$ cat src/obdls_pkg.sv
// Constants, carrier structs and state type for the OBD link supervisor.
package obdls_pkg;

    // ----------------------------------------------------------------
    // Register map and fields
    // ----------------------------------------------------------------
    localparam logic [7:0] ADDR_CTRL = 8'h00;
    localparam logic [7:0] ADDR_WPER = 8'h04;
    localparam logic [7:0] ADDR_WHDR = 8'h08;
    localparam logic [7:0] ADDR_WDAT = 8'h0c;
    localparam logic [7:0] ADDR_STAT = 8'h10;
    localparam logic [7:0] ADDR_ERR  = 8'h14;
    localparam int CTRL_LINK_BIT = 0;
    localparam int CTRL_AUTO_BIT = 1;
    localparam int WDAT_LEN_LSB  = 24;
    localparam int STAT_CNT_LSB  = 0;
    localparam int STAT_WK_LSB   = 12;
    localparam int STAT_HOLD_BIT = 14;
    localparam int STAT_BUSY_BIT = 15;

    // ----------------------------------------------------------------
    // Reset values and timing
    // ----------------------------------------------------------------
    localparam int          CLK_HZ      = 250_000_000;
    localparam int          WAKE_DEF_S  = 3;
    localparam logic [15:0] WAKE_DEF_MS = 16'(WAKE_DEF_S * 1000);
    localparam int          CYC_PER_MS  = CLK_HZ / 1000;
    localparam logic [15:0] REPLY_WIN_MS = 16'h0032;
    localparam int          FB_NS       = 1000;
    localparam int          FB_CYC      = (FB_NS * (CLK_HZ / 1_000_000) + 999) / 1000;
    localparam logic [23:0] WAKE_DEF_HDR = 24'h000000;
    localparam logic [23:0] WAKE_DEF_DAT = 24'h000000;
    localparam logic [1:0]  WAKE_DEF_LEN = 2'h1;
    localparam int          BUF_DEPTH   = 256;
    localparam int          BUF_AW      = 8;

    // ----------------------------------------------------------------
    // Types
    // ----------------------------------------------------------------
    typedef enum logic [3:0] {
        ERR_NONE, ERR_BUF_FULL, ERR_FB, ERR_CMD, ERR_NO_CONN, ERR_BUS_BUSY, ERR_BUS,
        ERR_CAN, ERR_RX_MARK, ERR_DATA_MARK, ERR_DATA, ERR_NO_DATA
    } obdls_err_e;

    typedef enum logic [1:0] {WK_IDLE, WK_SEND, WK_REPLY} obdls_wk_e;

    typedef struct packed {
        logic        psel;
        logic        penable;
        logic        pwrite;
        logic [7:0]  paddr;
        logic [31:0] pwdata;
    } obdls_apb_req_s;

    typedef struct packed {
        logic [31:0] prdata;
        logic        pready;
        logic        pslverr;
    } obdls_apb_rsp_s;

    typedef struct packed {
        logic bus_busy;
        logic bus_pulse;
        logic can_fail;
        logic can_rx_err;
        logic line_bad;
        logic data_lost;
        logic timeout;
        logic search_fail;
        logic cmd_bad;
    } obdls_fault_s;

    typedef struct packed {
        logic           link_up;
        logic           auto_mode;
        logic [15:0]    wper;
        logic [23:0]    whdr_pend;
        logic [23:0]    whdr;
        logic [23:0]    wdat;
        logic [1:0]     wlen;
        obdls_wk_e      wk;
        logic [2:0]     idx;
        logic [17:0]    pre;
        logic [15:0]    ms;
        logic [7:0]     wr;
        logic [7:0]     rd;
        logic [8:0]     cnt;
        logic [7:0]     tx_data;
        logic           tx_valid;
        logic [7:0]     wake_data;
        logic           wake_valid;
        logic           bus_out;
        logic           fb_lock;
        logic [8:0]     fb_cnt;
        logic           busy;
        logic           hold;
        logic           abort;
        logic           rxd_prev;
        obdls_err_e     err_code;
        logic           err_valid;
        obdls_err_e     err_last;
        obdls_apb_rsp_s apb;
    } obdls_state_s;

endpackage

$ cat src/obdls_top.sv
// Keep-alive, fault reporting, host buffer and busy handshake of the OBD link supervisor.
//
// Added by the designer: register access over APB and the register addresses.
`timescale 1ns/1ps
`default_nettype none

module obdls_top #(
    parameter int unsigned MS_CYC = obdls_pkg::CYC_PER_MS  // Clock cycles per millisecond.
) (
    input  wire logic                  clk,           // System clock.
    input  wire logic                  rst,           // Synchronous reset, active high.
    input  wire obdls_pkg::obdls_apb_req_s apb_i,     // APB request.
    output var  obdls_pkg::obdls_apb_rsp_s apb_o,     // APB response.
    input  wire obdls_pkg::obdls_fault_s   fault_i,   // Fault events from the interpreter.
    input  wire logic                  link_act,      // Ordinary request or response traffic.
    input  wire logic                  work_busy,     // Interpreter is processing.
    input  wire logic [7:0]            rx_byte,       // Host-bound byte.
    input  wire logic                  rx_valid,      // Host-bound byte valid.
    output logic [7:0]                 host_tx_data,  // Byte to host UART.
    output logic                       host_tx_valid, // Byte to host valid.
    input  wire logic                  host_tx_ready, // Host UART takes byte.
    output logic [7:0]                 wake_data,     // Keep-alive byte to link.
    output logic                       wake_valid,    // Keep-alive byte valid.
    input  wire logic                  wake_ready,    // Link takes keep-alive byte.
    input  wire logic                  drv_req,       // Request to energise bus output.
    input  wire logic                  fb_in,         // Bus input seen by the device.
    output logic                       bus_out,       // Bus output drive.
    output obdls_pkg::obdls_err_e      err_code,      // Error report code.
    output logic                       err_valid,     // Error report pulse.
    output logic                       busy,          // Busy to host.
    input  wire logic                  rts_n,         // Request to send, active low.
    input  wire logic                  host_rxd,      // Serial receive line.
    output logic                       abort          // Abandon current work, pulse.
);

    // ----------------------------------------------------------------
    // State and memory
    // ----------------------------------------------------------------
    obdls_pkg::obdls_state_s s;
    obdls_pkg::obdls_state_s n;
    logic [7:0] mem [obdls_pkg::BUF_DEPTH];
    logic       push;
    logic       acc;
    logic       pop;
    logic       fb_evt;
    logic       full_evt;
    logic       rxd_fall;
    logic       setup;
    logic       wr_ok;
    logic [2:0] last_idx;

    function automatic logic [7:0] msg_byte(logic [23:0] h, logic [23:0] d,
                                            logic [1:0] len, logic [2:0] i);
        logic [7:0] sum;
        logic [2:0] k;
        sum = h[7:0] + h[15:8] + h[23:16];
        for (int j = 0; j < 3; j++)
        begin
            if (2'(j) < len)
            begin
                sum = sum + d[8*j +: 8];
            end
        end
        k = i - 3'h3;
        if (i < 3'h3)
        begin
            msg_byte = h[{i[1:0], 3'h0} +: 8];
        end
        else if (k < {1'b0, len})
        begin
            msg_byte = d[{k[1:0], 3'h0} +: 8];
        end
        else
        begin
            msg_byte = sum;
        end
    endfunction

    function automatic logic suppressed(obdls_pkg::obdls_err_e c);
        suppressed = (c == obdls_pkg::ERR_BUS_BUSY) || (c == obdls_pkg::ERR_BUS)
                  || (c == obdls_pkg::ERR_CAN) || (c == obdls_pkg::ERR_FB);
    endfunction

    function automatic obdls_pkg::obdls_err_e pick(logic [10:0] v, logic auto_on);
        pick = obdls_pkg::ERR_NONE;
        for (int j = 10; j >= 0; j--)
        begin
            if (v[j] && !(auto_on && suppressed(obdls_pkg::obdls_err_e'(4'(j + 1)))))
            begin
                pick = obdls_pkg::obdls_err_e'(4'(j + 1));
            end
        end
    endfunction

    assign last_idx = 3'h3 + {1'b0, s.wlen};
    assign rxd_fall = s.rxd_prev && !host_rxd;
    assign setup    = apb_i.psel && !apb_i.penable;
    assign wr_ok    = apb_i.psel && apb_i.penable && s.apb.pready && apb_i.pwrite
                   && !s.apb.pslverr;

    // ----------------------------------------------------------------
    // Next state
    // ----------------------------------------------------------------
    always_comb
    begin
        n = s;
        n.abort = 1'b0;
        n.apb.pready = 1'b0;
        n.apb.pslverr = 1'b0;
        n.rxd_prev = host_rxd;
        fb_evt = 1'b0;
        // APB: setup cycle prepares the answer, access cycle completes at once.
        if (setup)
        begin
            n.apb.pready = 1'b1;
            n.apb.prdata = '0;
            case (apb_i.paddr)
                obdls_pkg::ADDR_CTRL:
                begin
                    n.apb.prdata[obdls_pkg::CTRL_LINK_BIT] = s.link_up;
                    n.apb.prdata[obdls_pkg::CTRL_AUTO_BIT] = s.auto_mode;
                end
                obdls_pkg::ADDR_WPER: n.apb.prdata[15:0] = s.wper;
                obdls_pkg::ADDR_WHDR: n.apb.prdata[23:0] = s.whdr;
                obdls_pkg::ADDR_WDAT:
                begin
                    n.apb.prdata[23:0] = s.wdat;
                    n.apb.prdata[obdls_pkg::WDAT_LEN_LSB +: 2] = s.wlen;
                    // Refuse a message with no data bytes.
                    n.apb.pslverr = apb_i.pwrite
                                 && (apb_i.pwdata[obdls_pkg::WDAT_LEN_LSB +: 2] == 2'h0);
                end
                obdls_pkg::ADDR_STAT:
                begin
                    n.apb.prdata[obdls_pkg::STAT_CNT_LSB +: 9] = s.cnt;
                    n.apb.prdata[obdls_pkg::STAT_WK_LSB +: 2] = s.wk;
                    n.apb.prdata[obdls_pkg::STAT_HOLD_BIT] = s.hold;
                    n.apb.prdata[obdls_pkg::STAT_BUSY_BIT] = s.busy;
                end
                obdls_pkg::ADDR_ERR: n.apb.prdata[3:0] = s.err_last;
                default: n.apb.pslverr = 1'b1;
            endcase
        end
        if (wr_ok)
        begin
            case (apb_i.paddr)
                obdls_pkg::ADDR_CTRL:
                begin
                    n.link_up = apb_i.pwdata[obdls_pkg::CTRL_LINK_BIT];
                    n.auto_mode = apb_i.pwdata[obdls_pkg::CTRL_AUTO_BIT];
                end
                obdls_pkg::ADDR_WPER: n.wper = apb_i.pwdata[15:0];
                obdls_pkg::ADDR_WHDR: n.whdr_pend = apb_i.pwdata[23:0];
                obdls_pkg::ADDR_WDAT:
                begin
                    // Header and data change together; a write while a keep-alive is being sent changes its remaining bytes.
                    n.whdr = s.whdr_pend;
                    n.wdat = apb_i.pwdata[23:0];
                    n.wlen = apb_i.pwdata[obdls_pkg::WDAT_LEN_LSB +: 2];
                end
                default: n.link_up = s.link_up;
            endcase
        end

        // ------------------------------------------------------------
        // Busy handshake
        // ------------------------------------------------------------
        if (!rts_n && s.busy && !s.hold)
        begin
            n.hold = 1'b1;
            n.busy = 1'b0;
            n.abort = 1'b1;
            n.wk = obdls_pkg::WK_IDLE;
        end
        else if (s.hold)
        begin
            n.busy = 1'b0;
            n.hold = !rxd_fall;
        end
        else
        begin
            n.busy = work_busy || (s.wk != obdls_pkg::WK_IDLE);
        end

        // ------------------------------------------------------------
        // Keep-alive sequencer
        // ------------------------------------------------------------
        n.pre = (s.pre == 18'(MS_CYC - 1)) ? 18'h0 : s.pre + 18'h1;
        if (s.pre == 18'(MS_CYC - 1) && s.ms != 16'hffff)
        begin
            n.ms = s.ms + 16'h1;
        end
        case (s.wk)
            obdls_pkg::WK_IDLE:
            begin
                if (!s.link_up || link_act || rx_valid || rxd_fall)
                begin
                    n.pre = '0;
                    n.ms = '0;
                end
                else if (s.ms >= s.wper && !s.hold && !n.hold)
                begin
                    n.wk = obdls_pkg::WK_SEND;
                    n.idx = '0;
                end
            end
            obdls_pkg::WK_SEND:
            begin
                if (s.wake_valid && wake_ready)
                begin
                    if (s.idx == last_idx)
                    begin
                        n.wk = obdls_pkg::WK_REPLY;
                        n.pre = '0;
                        n.ms = '0;
                    end
                    else
                    begin
                        n.idx = s.idx + 3'h1;
                    end
                end
            end
            obdls_pkg::WK_REPLY:
            begin
                if (s.ms >= obdls_pkg::REPLY_WIN_MS)
                begin
                    n.wk = obdls_pkg::WK_IDLE;
                    n.pre = '0;
                    n.ms = '0;
                end
            end
            default: n.wk = obdls_pkg::WK_IDLE;
        endcase
        if (n.hold && !s.hold)
        begin
            n.wk = obdls_pkg::WK_IDLE;
        end
        n.wake_valid = (n.wk == obdls_pkg::WK_SEND);
        n.wake_data = msg_byte(n.whdr, n.wdat, n.wlen, n.idx);

        // ------------------------------------------------------------
        // Bus output feedback check
        // ------------------------------------------------------------
        if (!drv_req)
        begin
            n.fb_lock = 1'b0;
            n.fb_cnt = '0;
            n.bus_out = 1'b0;
        end
        else if (s.fb_lock)
        begin
            n.bus_out = 1'b0;
        end
        else if (s.bus_out && !fb_in)
        begin
            n.fb_cnt = s.fb_cnt + 9'h1;
            n.bus_out = 1'b1;
            if (s.fb_cnt == 9'(obdls_pkg::FB_CYC - 1))
            begin
                n.fb_lock = 1'b1;
                n.bus_out = 1'b0;
                fb_evt = 1'b1;
            end
        end
        else
        begin
            n.fb_cnt = '0;
            n.bus_out = 1'b1;
        end

        // ------------------------------------------------------------
        // Host buffer
        // ------------------------------------------------------------
        push = rx_valid && (s.wk != obdls_pkg::WK_REPLY);
        full_evt = push && (s.cnt == 9'(obdls_pkg::BUF_DEPTH));
        acc = push && !full_evt;
        pop = (s.cnt != 9'h0) && (!s.tx_valid || host_tx_ready);
        if (pop)
        begin
            n.tx_data = mem[s.rd];
            n.tx_valid = 1'b1;
            n.rd = s.rd + 8'h1;
        end
        else if (host_tx_ready)
        begin
            n.tx_valid = 1'b0;
        end
        if (acc)
        begin
            n.wr = s.wr + 8'h1;
        end
        n.cnt = s.cnt + {8'h0, acc} - {8'h0, pop};

        // ------------------------------------------------------------
        // Error reports, one per cycle, highest priority first
        // ------------------------------------------------------------
        n.err_code = pick({fault_i.timeout, fault_i.data_lost, fault_i.line_bad,
                           fault_i.can_rx_err, fault_i.can_fail, fault_i.bus_pulse,
                           fault_i.bus_busy, fault_i.search_fail, fault_i.cmd_bad,
                           fb_evt, full_evt}, s.auto_mode);
        n.err_valid = (n.err_code != obdls_pkg::ERR_NONE);
        if (n.err_valid)
        begin
            n.err_last = n.err_code;
        end
    end

    // ----------------------------------------------------------------
    // Registers
    // ----------------------------------------------------------------
    always_ff @(posedge clk)
    begin
        if (rst)
        begin
            s <= '0;
            s.wper <= obdls_pkg::WAKE_DEF_MS;
            s.whdr <= obdls_pkg::WAKE_DEF_HDR;
            s.whdr_pend <= obdls_pkg::WAKE_DEF_HDR;
            s.wdat <= obdls_pkg::WAKE_DEF_DAT;
            s.wlen <= obdls_pkg::WAKE_DEF_LEN;
            s.rxd_prev <= 1'b1;
        end
        else
        begin
            s <= n;
        end
    end

    always_ff @(posedge clk)
    begin
        if (acc)
        begin
            mem[s.wr] <= rx_byte;
        end
    end

    assign apb_o         = s.apb;
    assign host_tx_data  = s.tx_data;
    assign host_tx_valid = s.tx_valid;
    assign wake_data     = s.wake_data;
    assign wake_valid    = s.wake_valid;
    assign bus_out       = s.bus_out;
    assign err_code      = s.err_code;
    assign err_valid     = s.err_valid;
    assign busy          = s.busy;
    assign abort         = s.abort;
endmodule

`default_nettype wire

$ cat config.mk
export PLATFORM = sky130hd
export DESIGN_NAME = obdls_top
export DESIGN_NICKNAME = d
export VERILOG_FILES = /design/src/obdls_pkg.sv /design/src/obdls_top.sv
export SDC_FILE = /design/constraint.sdc
export NUM_CORES = 2
export LEC_CHECK = 0
export BUFFER_PORTS_ARGS = -buffer_cell sky130_fd_sc_hd__buf_2
export CAP_MARGIN = 20
export CORE_ASPECT_RATIO = 0.8
export CORE_MARGIN = 2
export CORE_UTILIZATION = 41
export DETAILED_ROUTE_END_ITERATION = 16
export MAX_ROUTING_LAYER = met4
export PLACE_DENSITY = 0.6
export SLEW_MARGIN = 25
export SYNTH_ARGS = -nofsm -noshare
export SYNTH_HDL_FRONTEND = slang
export SYNTH_SLANG_ARGS = --single-unit
$ cat constraint.sdc
create_clock -name clk -period 8.3 [get_ports clk]
set_clock_uncertainty 0.15 [all_clocks]
set_input_delay 1.66 -clock clk [delete_from_list [all_inputs] [get_ports clk]]
set_output_delay 1.66 -clock clk [all_outputs]
set_load 0.1 [all_outputs]
[After elaboration in Yosys (flattened, before gate mapping)]
Memories as Yosys holds them, arrays and structs flattened. A register that Yosys moved wholly into a read port is not among the register bits.
Index checks and enable logic that the tools add are counted.
Word-level totals
  bits in registers: 218
  bits in writable memories: 2048
  input bits: 71
  output and inout bits: 60
  word-level logic and storage cells: 185
  memories: 1
Memory list
  mem: words 256, bits a word 8, rd ports 1, clocked after Yosys merged registers in 1, wr ports 1, line obdls_top.sv:41  | logic [7:0] mem [obdls_pkg::BUF_DEPTH];
Operators by class
  add/subtract/negate cells: 15
  order comparisons: 7
  equality and inequality tests: 14
  shift operators: 2
  multiplexer cells: 59
  bitwise logic cells: 2
  reduce and logical (&&, ||, !) cells: 55
Operators with widths (number)
  2-to-1 mux 34 bit: 3
  case mux 34 bit (3 select lines): 1
  2-to-1 mux 50 bit: 2
  indexed part select 24 x 6 -> 8 bit: 2
  2-to-1 mux 4 bit: 11
  adder 8 bit: 5
  2-to-1 mux 8 bit: 5
  2-to-1 mux 39 bit: 1
  logical AND 1 bit: 23
  case mux 5 bit (4 select lines): 1
  adder 18 x 1 -> 18 bit (second input constant): 1
  == test 18 bit (second input constant): 1
  2-to-1 mux 18 bit: 1
  adder 16 x 1 -> 16 bit (second input constant): 1
  adder 8 x 1 -> 8 bit (second input constant): 2
  == test 8 x 4 -> 1 bit (second input constant): 2
  == test 8 x 5 -> 1 bit (second input constant): 2
  greater-or-equal comparator 16 bit: 1
  greater-or-equal comparator 16 x 6 -> 1 bit (second input constant): 1
  2-to-1 mux 16 bit: 1
  != test 16 bit (second input constant): 1
  case mux 4 bit (4 select lines): 1
  case mux 8 bit (2 select lines): 1
  2-to-1 mux 2 bit: 7
  40 further kinds: 77

[Logic depth before layout (Yosys ltp)]
  depth after elaboration: 15
  depth in mapped cells: 37
  mapped depth without buffers: 33

[Least setup slack after synthesis]
Ideal clock, no wire load.
  path type: in2reg
  start point: input apb_i[34] (netlist name)
  end point: register s (netlist bit wake_data[7])
  setup time: 76 ps
  arrival: 8518 ps
  slack: -443 ps
  cell stages on the path: 33
  buffers on the path: 4
  cells stage by stage: clkbuf_1 > and3_1 > nand2_2 > buf_2 > buf_2 > buf_2 > mux2i_1 > fa_1 > inv_1 > ha_1 > inv_1 > fa_1 > inv_1 > ha_1 > inv_1 > o21ai_0 > xor2_1 > mux2_2 > ha_1 > o21ai_0 > a21boi_0 > nor2_1 > mux2_2 > ha_1 > nand3_1 > o211ai_1 > o41ai_1 > o21a_1 > nor2_1 > o21a_1 > a221oi_1 > mux2_2 > o22ai_1
On the way
  word-level cells in the longest chain between the ends: 13
  elaborated cells on any way between the ends: 19
RTL lines
  start, declared: line obdls_top.sv:12  | input wire obdls_pkg::obdls_apb_req_s apb_i,
  == test 8 x 4 -> 1 bit (*): line obdls_top.sv:146  | case (apb_i.paddr)
  2-to-1 mux 50 bit (*): line obdls_top.sv:146
  2-to-1 mux 50 bit (*): line obdls_top.sv:144  | if (wr_ok)
  adder 8 bit (2 in series): line obdls_top.sv:56  | sum = h[7:0] + h[15:8] + h[23:16];
  adder 8 bit: line obdls_top.sv:61  | sum = sum + d[8*j +: 8];
  2-to-1 mux 8 bit: line obdls_top.sv:59  | if (2'(j) < len)
  adder 8 bit: line obdls_top.sv:61
  2-to-1 mux 8 bit: line obdls_top.sv:59
  adder 8 bit: line obdls_top.sv:61
  2-to-1 mux 8 bit: line obdls_top.sv:59
  2-to-1 mux 8 bit: line obdls_top.sv:69  | else if (k < {1'b0, len})
  2-to-1 mux 8 bit (*): line obdls_top.sv:65  | if (i < 3'h3)
  end signal, assigned: line obdls_top.sv:325  | s <= n;
  end, declared: line obdls_top.sv:39  | obdls_pkg::obdls_state_s s;
Mark *: on every way between the ends. The rest lies on a longest branch, timed or not.
A chain may end at the register's enable or synchronous reset.

[Worst setup path after layout]
  start point: input apb_i[37] (netlist name)
  end point: register s (netlist bit wake_data[7])
Same word-level chain as after synthesis.

==> results.md <==
* Hold EP: s[117]
* Largest stage delay, worst path at 560 ps
* Area grow syn2layout at 12.3%
* Starting density of the core at roughly two fifths
* CTS tree: built
* Pleak at 32.2 nW
* RSZ-0062 raised after global routing: false
* Initial antenna violation count at 11
* Top_reg_cell synth: edfxtp_1
* First-pass GRT wire length at 327000 um
* Die width at between 500 and 600 um
* Worst R2R Setup Slack at 1110 ps
* I/O Buffers at 118
* Number of global-route vias before repair at 45100
* Syn Inst Count at 4719
* Root Buffer: clkbuf_16
* Aggregate global routing overflow at 0
* Total CTS buffers at roughly 220
* Design Power at 28.2 mW
* Reg clk slew, reported paths at 60 ps
* Hold Path Stages at 1
* 1st-iter DRT viols at 5550
* Routed Antenna Nets at 0
* Pins Over Slew Limit at 0
* Largest net degree at the start of global routing at 159
* Final Hold Fails at 0
* Type of element capturing the critical path: flop
* Status: finished, final reports clean
* Slew headroom at 23.5%
* Setup TNS Final at 0 ps
* Clk Latency, worst-skew pair at 910 ps
* Library cells used by synthesis at 72
* Vias after detailed routing at approximately 46000
* Die height at between 400 and 500 um
* Fillcell total at approximately 19000
* CP max stage cell: fa_1
* Clock Path Buffers at 4
* # DRC at 0
* Setup Viol. Count Final at 0
* Worst-path fanout max at 10
* WS Path Type: primary input to flop
* Layout cell share with drive strength beyond 1 at 25.6%
* Routed length per instance at 28.2 um
* Vias/cell at 5.73
* RR Startpoint: apb_o[1]
* Min-delay src: s[117]
* CTS Sinks at 2274
* Reg2Reg Depth at 30
* Hold WC Path Type: flop to flop
* Post-DP HPWL at 136000 um
* Sequential Area at 66000 um2
* IO Count at 131
* Critical path arrival at 8480 ps
* Crit path required time at 8960 ps
* Worst Hold Slack at 291 ps
* Yosys reg bits at 2274
* Placed insts at 7614
* Total GRT Usage at 20.3%
* Finished Layout Cells at ~8000
* Worst Max-Slew Pin Slew at 1140 ps
* Yosys warning count at 0
* Startpoint types: primary input
* Fmax at ~130 MHz
* Mapped Area at 91300 um2
* MaxCap Viol Count at 0
* Sequential element share of the synthesized area at 72.3%
* Area of the core at 221000 um2
* Rows at 154
* Layout Nets at 5029
* Drt first pass iters at 6
* EDFF count, synth at 2048
* Gpl congestion at 0.879
* Worst VDD drop at 0.262 mV
* H-tree Lvls at 4
* PD cells at 275 nW/um2
* DIE AREA at 226000 um2
* Multi-input gate area at 23600 um2
* Post-CTS Setup Bufs at 0
* Final worst-path cycle share at 94.2%
* R2R Path End: wake_data[7]
* Mean Syn Cell Area at between 15 and 20 um2
* Async SR Flop Fraction at 0%
* DRT Wirelength at roughly 230000 um
* Min Tclk post-route at 7820 ps
-- Yosys cell counts (5+ instances only) --
cell | count | share of area [%]
edfxtp_1 | 2048 | 67
mux4_2 | 674 | 17
nor2_1 | 476 | 2.0
dfxtp_1 | 226 | 5.0
clkbuf_1 | 169 | 0.69
nand2_1 | 150 | 0.62
a21oi_1 | 117 | 0.64
inv_1 | 94 | 0.39
mux2i_1 | 74 | 0.81
ha_1 | 69 | 0.95
buf_2 | 65 | 0.36
buf_4 | 55 | 0.45
xnor2_1 | 40 | 0.38
xor2_1 | 38 | 0.36
mux2_2 | 32 | 0.39
o21ai_0 | 32 | 0.18
nor3_1 | 31 | 0.17
nand3_1 | 29 | 0.16
nor2b_1 | 25 | 0.17
nand4_1 | 23 | 0.16
a22oi_1 | 18 | 0.15
and3_1 | 18 | 0.12
buf_1 | 18 | 0.074
a211oi_1 | 17 | 0.14
nand2b_1 | 13 | 0.089
or3_1 | 13 | 0.089
fa_1 | 12 | 0.26
a211o_1 | 9 | 0.086
a21o_1 | 9 | 0.074
a222oi_1 | 9 | 0.099
o211ai_1 | 9 | 0.074
o21a_1 | 8 | 0.066
nor4_1 | 7 | 0.048
a21boi_0 | 6 | 0.049
a31oi_1 | 6 | 0.041
o21bai_1 | 6 | 0.049
a221oi_1 | 5 | 0.048
and2_1 | 5 | 0.034
-- registers in the layout, summed over array words and instances (netlist names) --
name           count
wake_valid         1
host_tx_valid      1
err_code           4
s                172
wake_data          8
apb_o             28
mem             2048
bus_out            1
err_valid          1
abort              1
busy               1
host_tx_data       8
-- critical path: cells and delay by family --
kind            cells  cell delay [ps]
buf+inv             5              350
simple gates        6             1010
compound gates      9             1920
xor+xnor            1              130
fa+ha+maj           6             2150
mux                 4             1240
-- where the power goes --
group | total, mW | switching (mW) | internal [mW]
combinational | 5.49 | 2.91 | 2.58
sequential | 12.7 | 0.172 | 12.5
clock | 9.98 | 4.33 | 5.65
-- layout by cell type (no fill, tap or decap), drive strengths merged, types with 9 or more instances in the layout --
cell type,synthesis,final
edfxtp,2048,2048
mux4,674,674
nor2,476,476
clkbuf,169,268
buf,138,235
dfxtp,226,226
nand2,151,151
a21oi,119,119
inv,95,99
clkinv,1,97
mux2i,75,75
ha,69,69
xnor2,40,40
xor2,38,38
o21ai,35,35
mux2,33,33
nor3,32,32
nand3,29,29
nor2b,25,25
nand4,23,23
bufinv,0,22
and3,18,18
a22oi,18,18
a211oi,17,17
nand2b,13,13
or3,13,13
fa,12,12
a21o,9,9
o211ai,9,9
a211o,9,9
a222oi,9,9
-- metal layers --
metal	global-route usage [%]	up-vias	routed length, um
li1	-	19300	-
met1	30.8	24600	103000
met2	28.9	1748	101000
met3	3.55	291	17700
met4	4.07	0	4250
met5	-	-	0
-- layout make-up --
type | count | share of cell area (%)
Timing Repair Buffer | 235 | 1.69
Antenna cell | 2 | 0.00488
Clock buffer | 268 | 5.66
Inverter | 96 | 0.352
Clock inverter | 129 | 1.22
Sequential cell | 2274 | 64.4
Multi-Input combinational cell | 2047 | 23.0
Tap cell | 2964 | 3.62
-- kinds of logic (layout without fill, tap and decap cells) --
group	count (synthesis)	in the layout	synth area share, %
buffers and inverters	403	728	1.97
adder cells (fa/ha/maj)	81	81	1.21
other	1	8	0.00411
AO/OA/AOI/OAI	284	284	2.01
flip-flops	2274	2274	72.3
XOR/XNOR	78	78	0.748
AND/OR/NAND/NOR	816	816	3.85
multiplexers	782	782	17.9
-- per-stage QoR --
stage                     area, um2  setup WS (ps)  util (%)
after floorplan               91300           42.1         -
after global placement        95300           -184      43.2
after detailed placement      95400           -349      43.2
after CTS                    102000            594      46.4
after global routing         102000           8.16      46.4
final                        102000            485      46.4
-- repair_timing --
item | 4_1_cts | 5_1_grt
hold buffers | 0 | 0
resized for setup | 0 | 1
endpoints found under the setup margin | 0 | 1
-- worst max-delay path by stage --
stage | start | endpoint
CTS | apb_i[37] | wake_data[7]
detailed placement | apb_i[37] | wake_data[7]
floorplan | apb_i[37] | wake_data[7]
global route | apb_i[37] | wake_data[7]
finish | apb_i[37] | wake_data[7]
global placement | apb_i[37] | wake_data[7]
(Power assumes the default switching activity.)
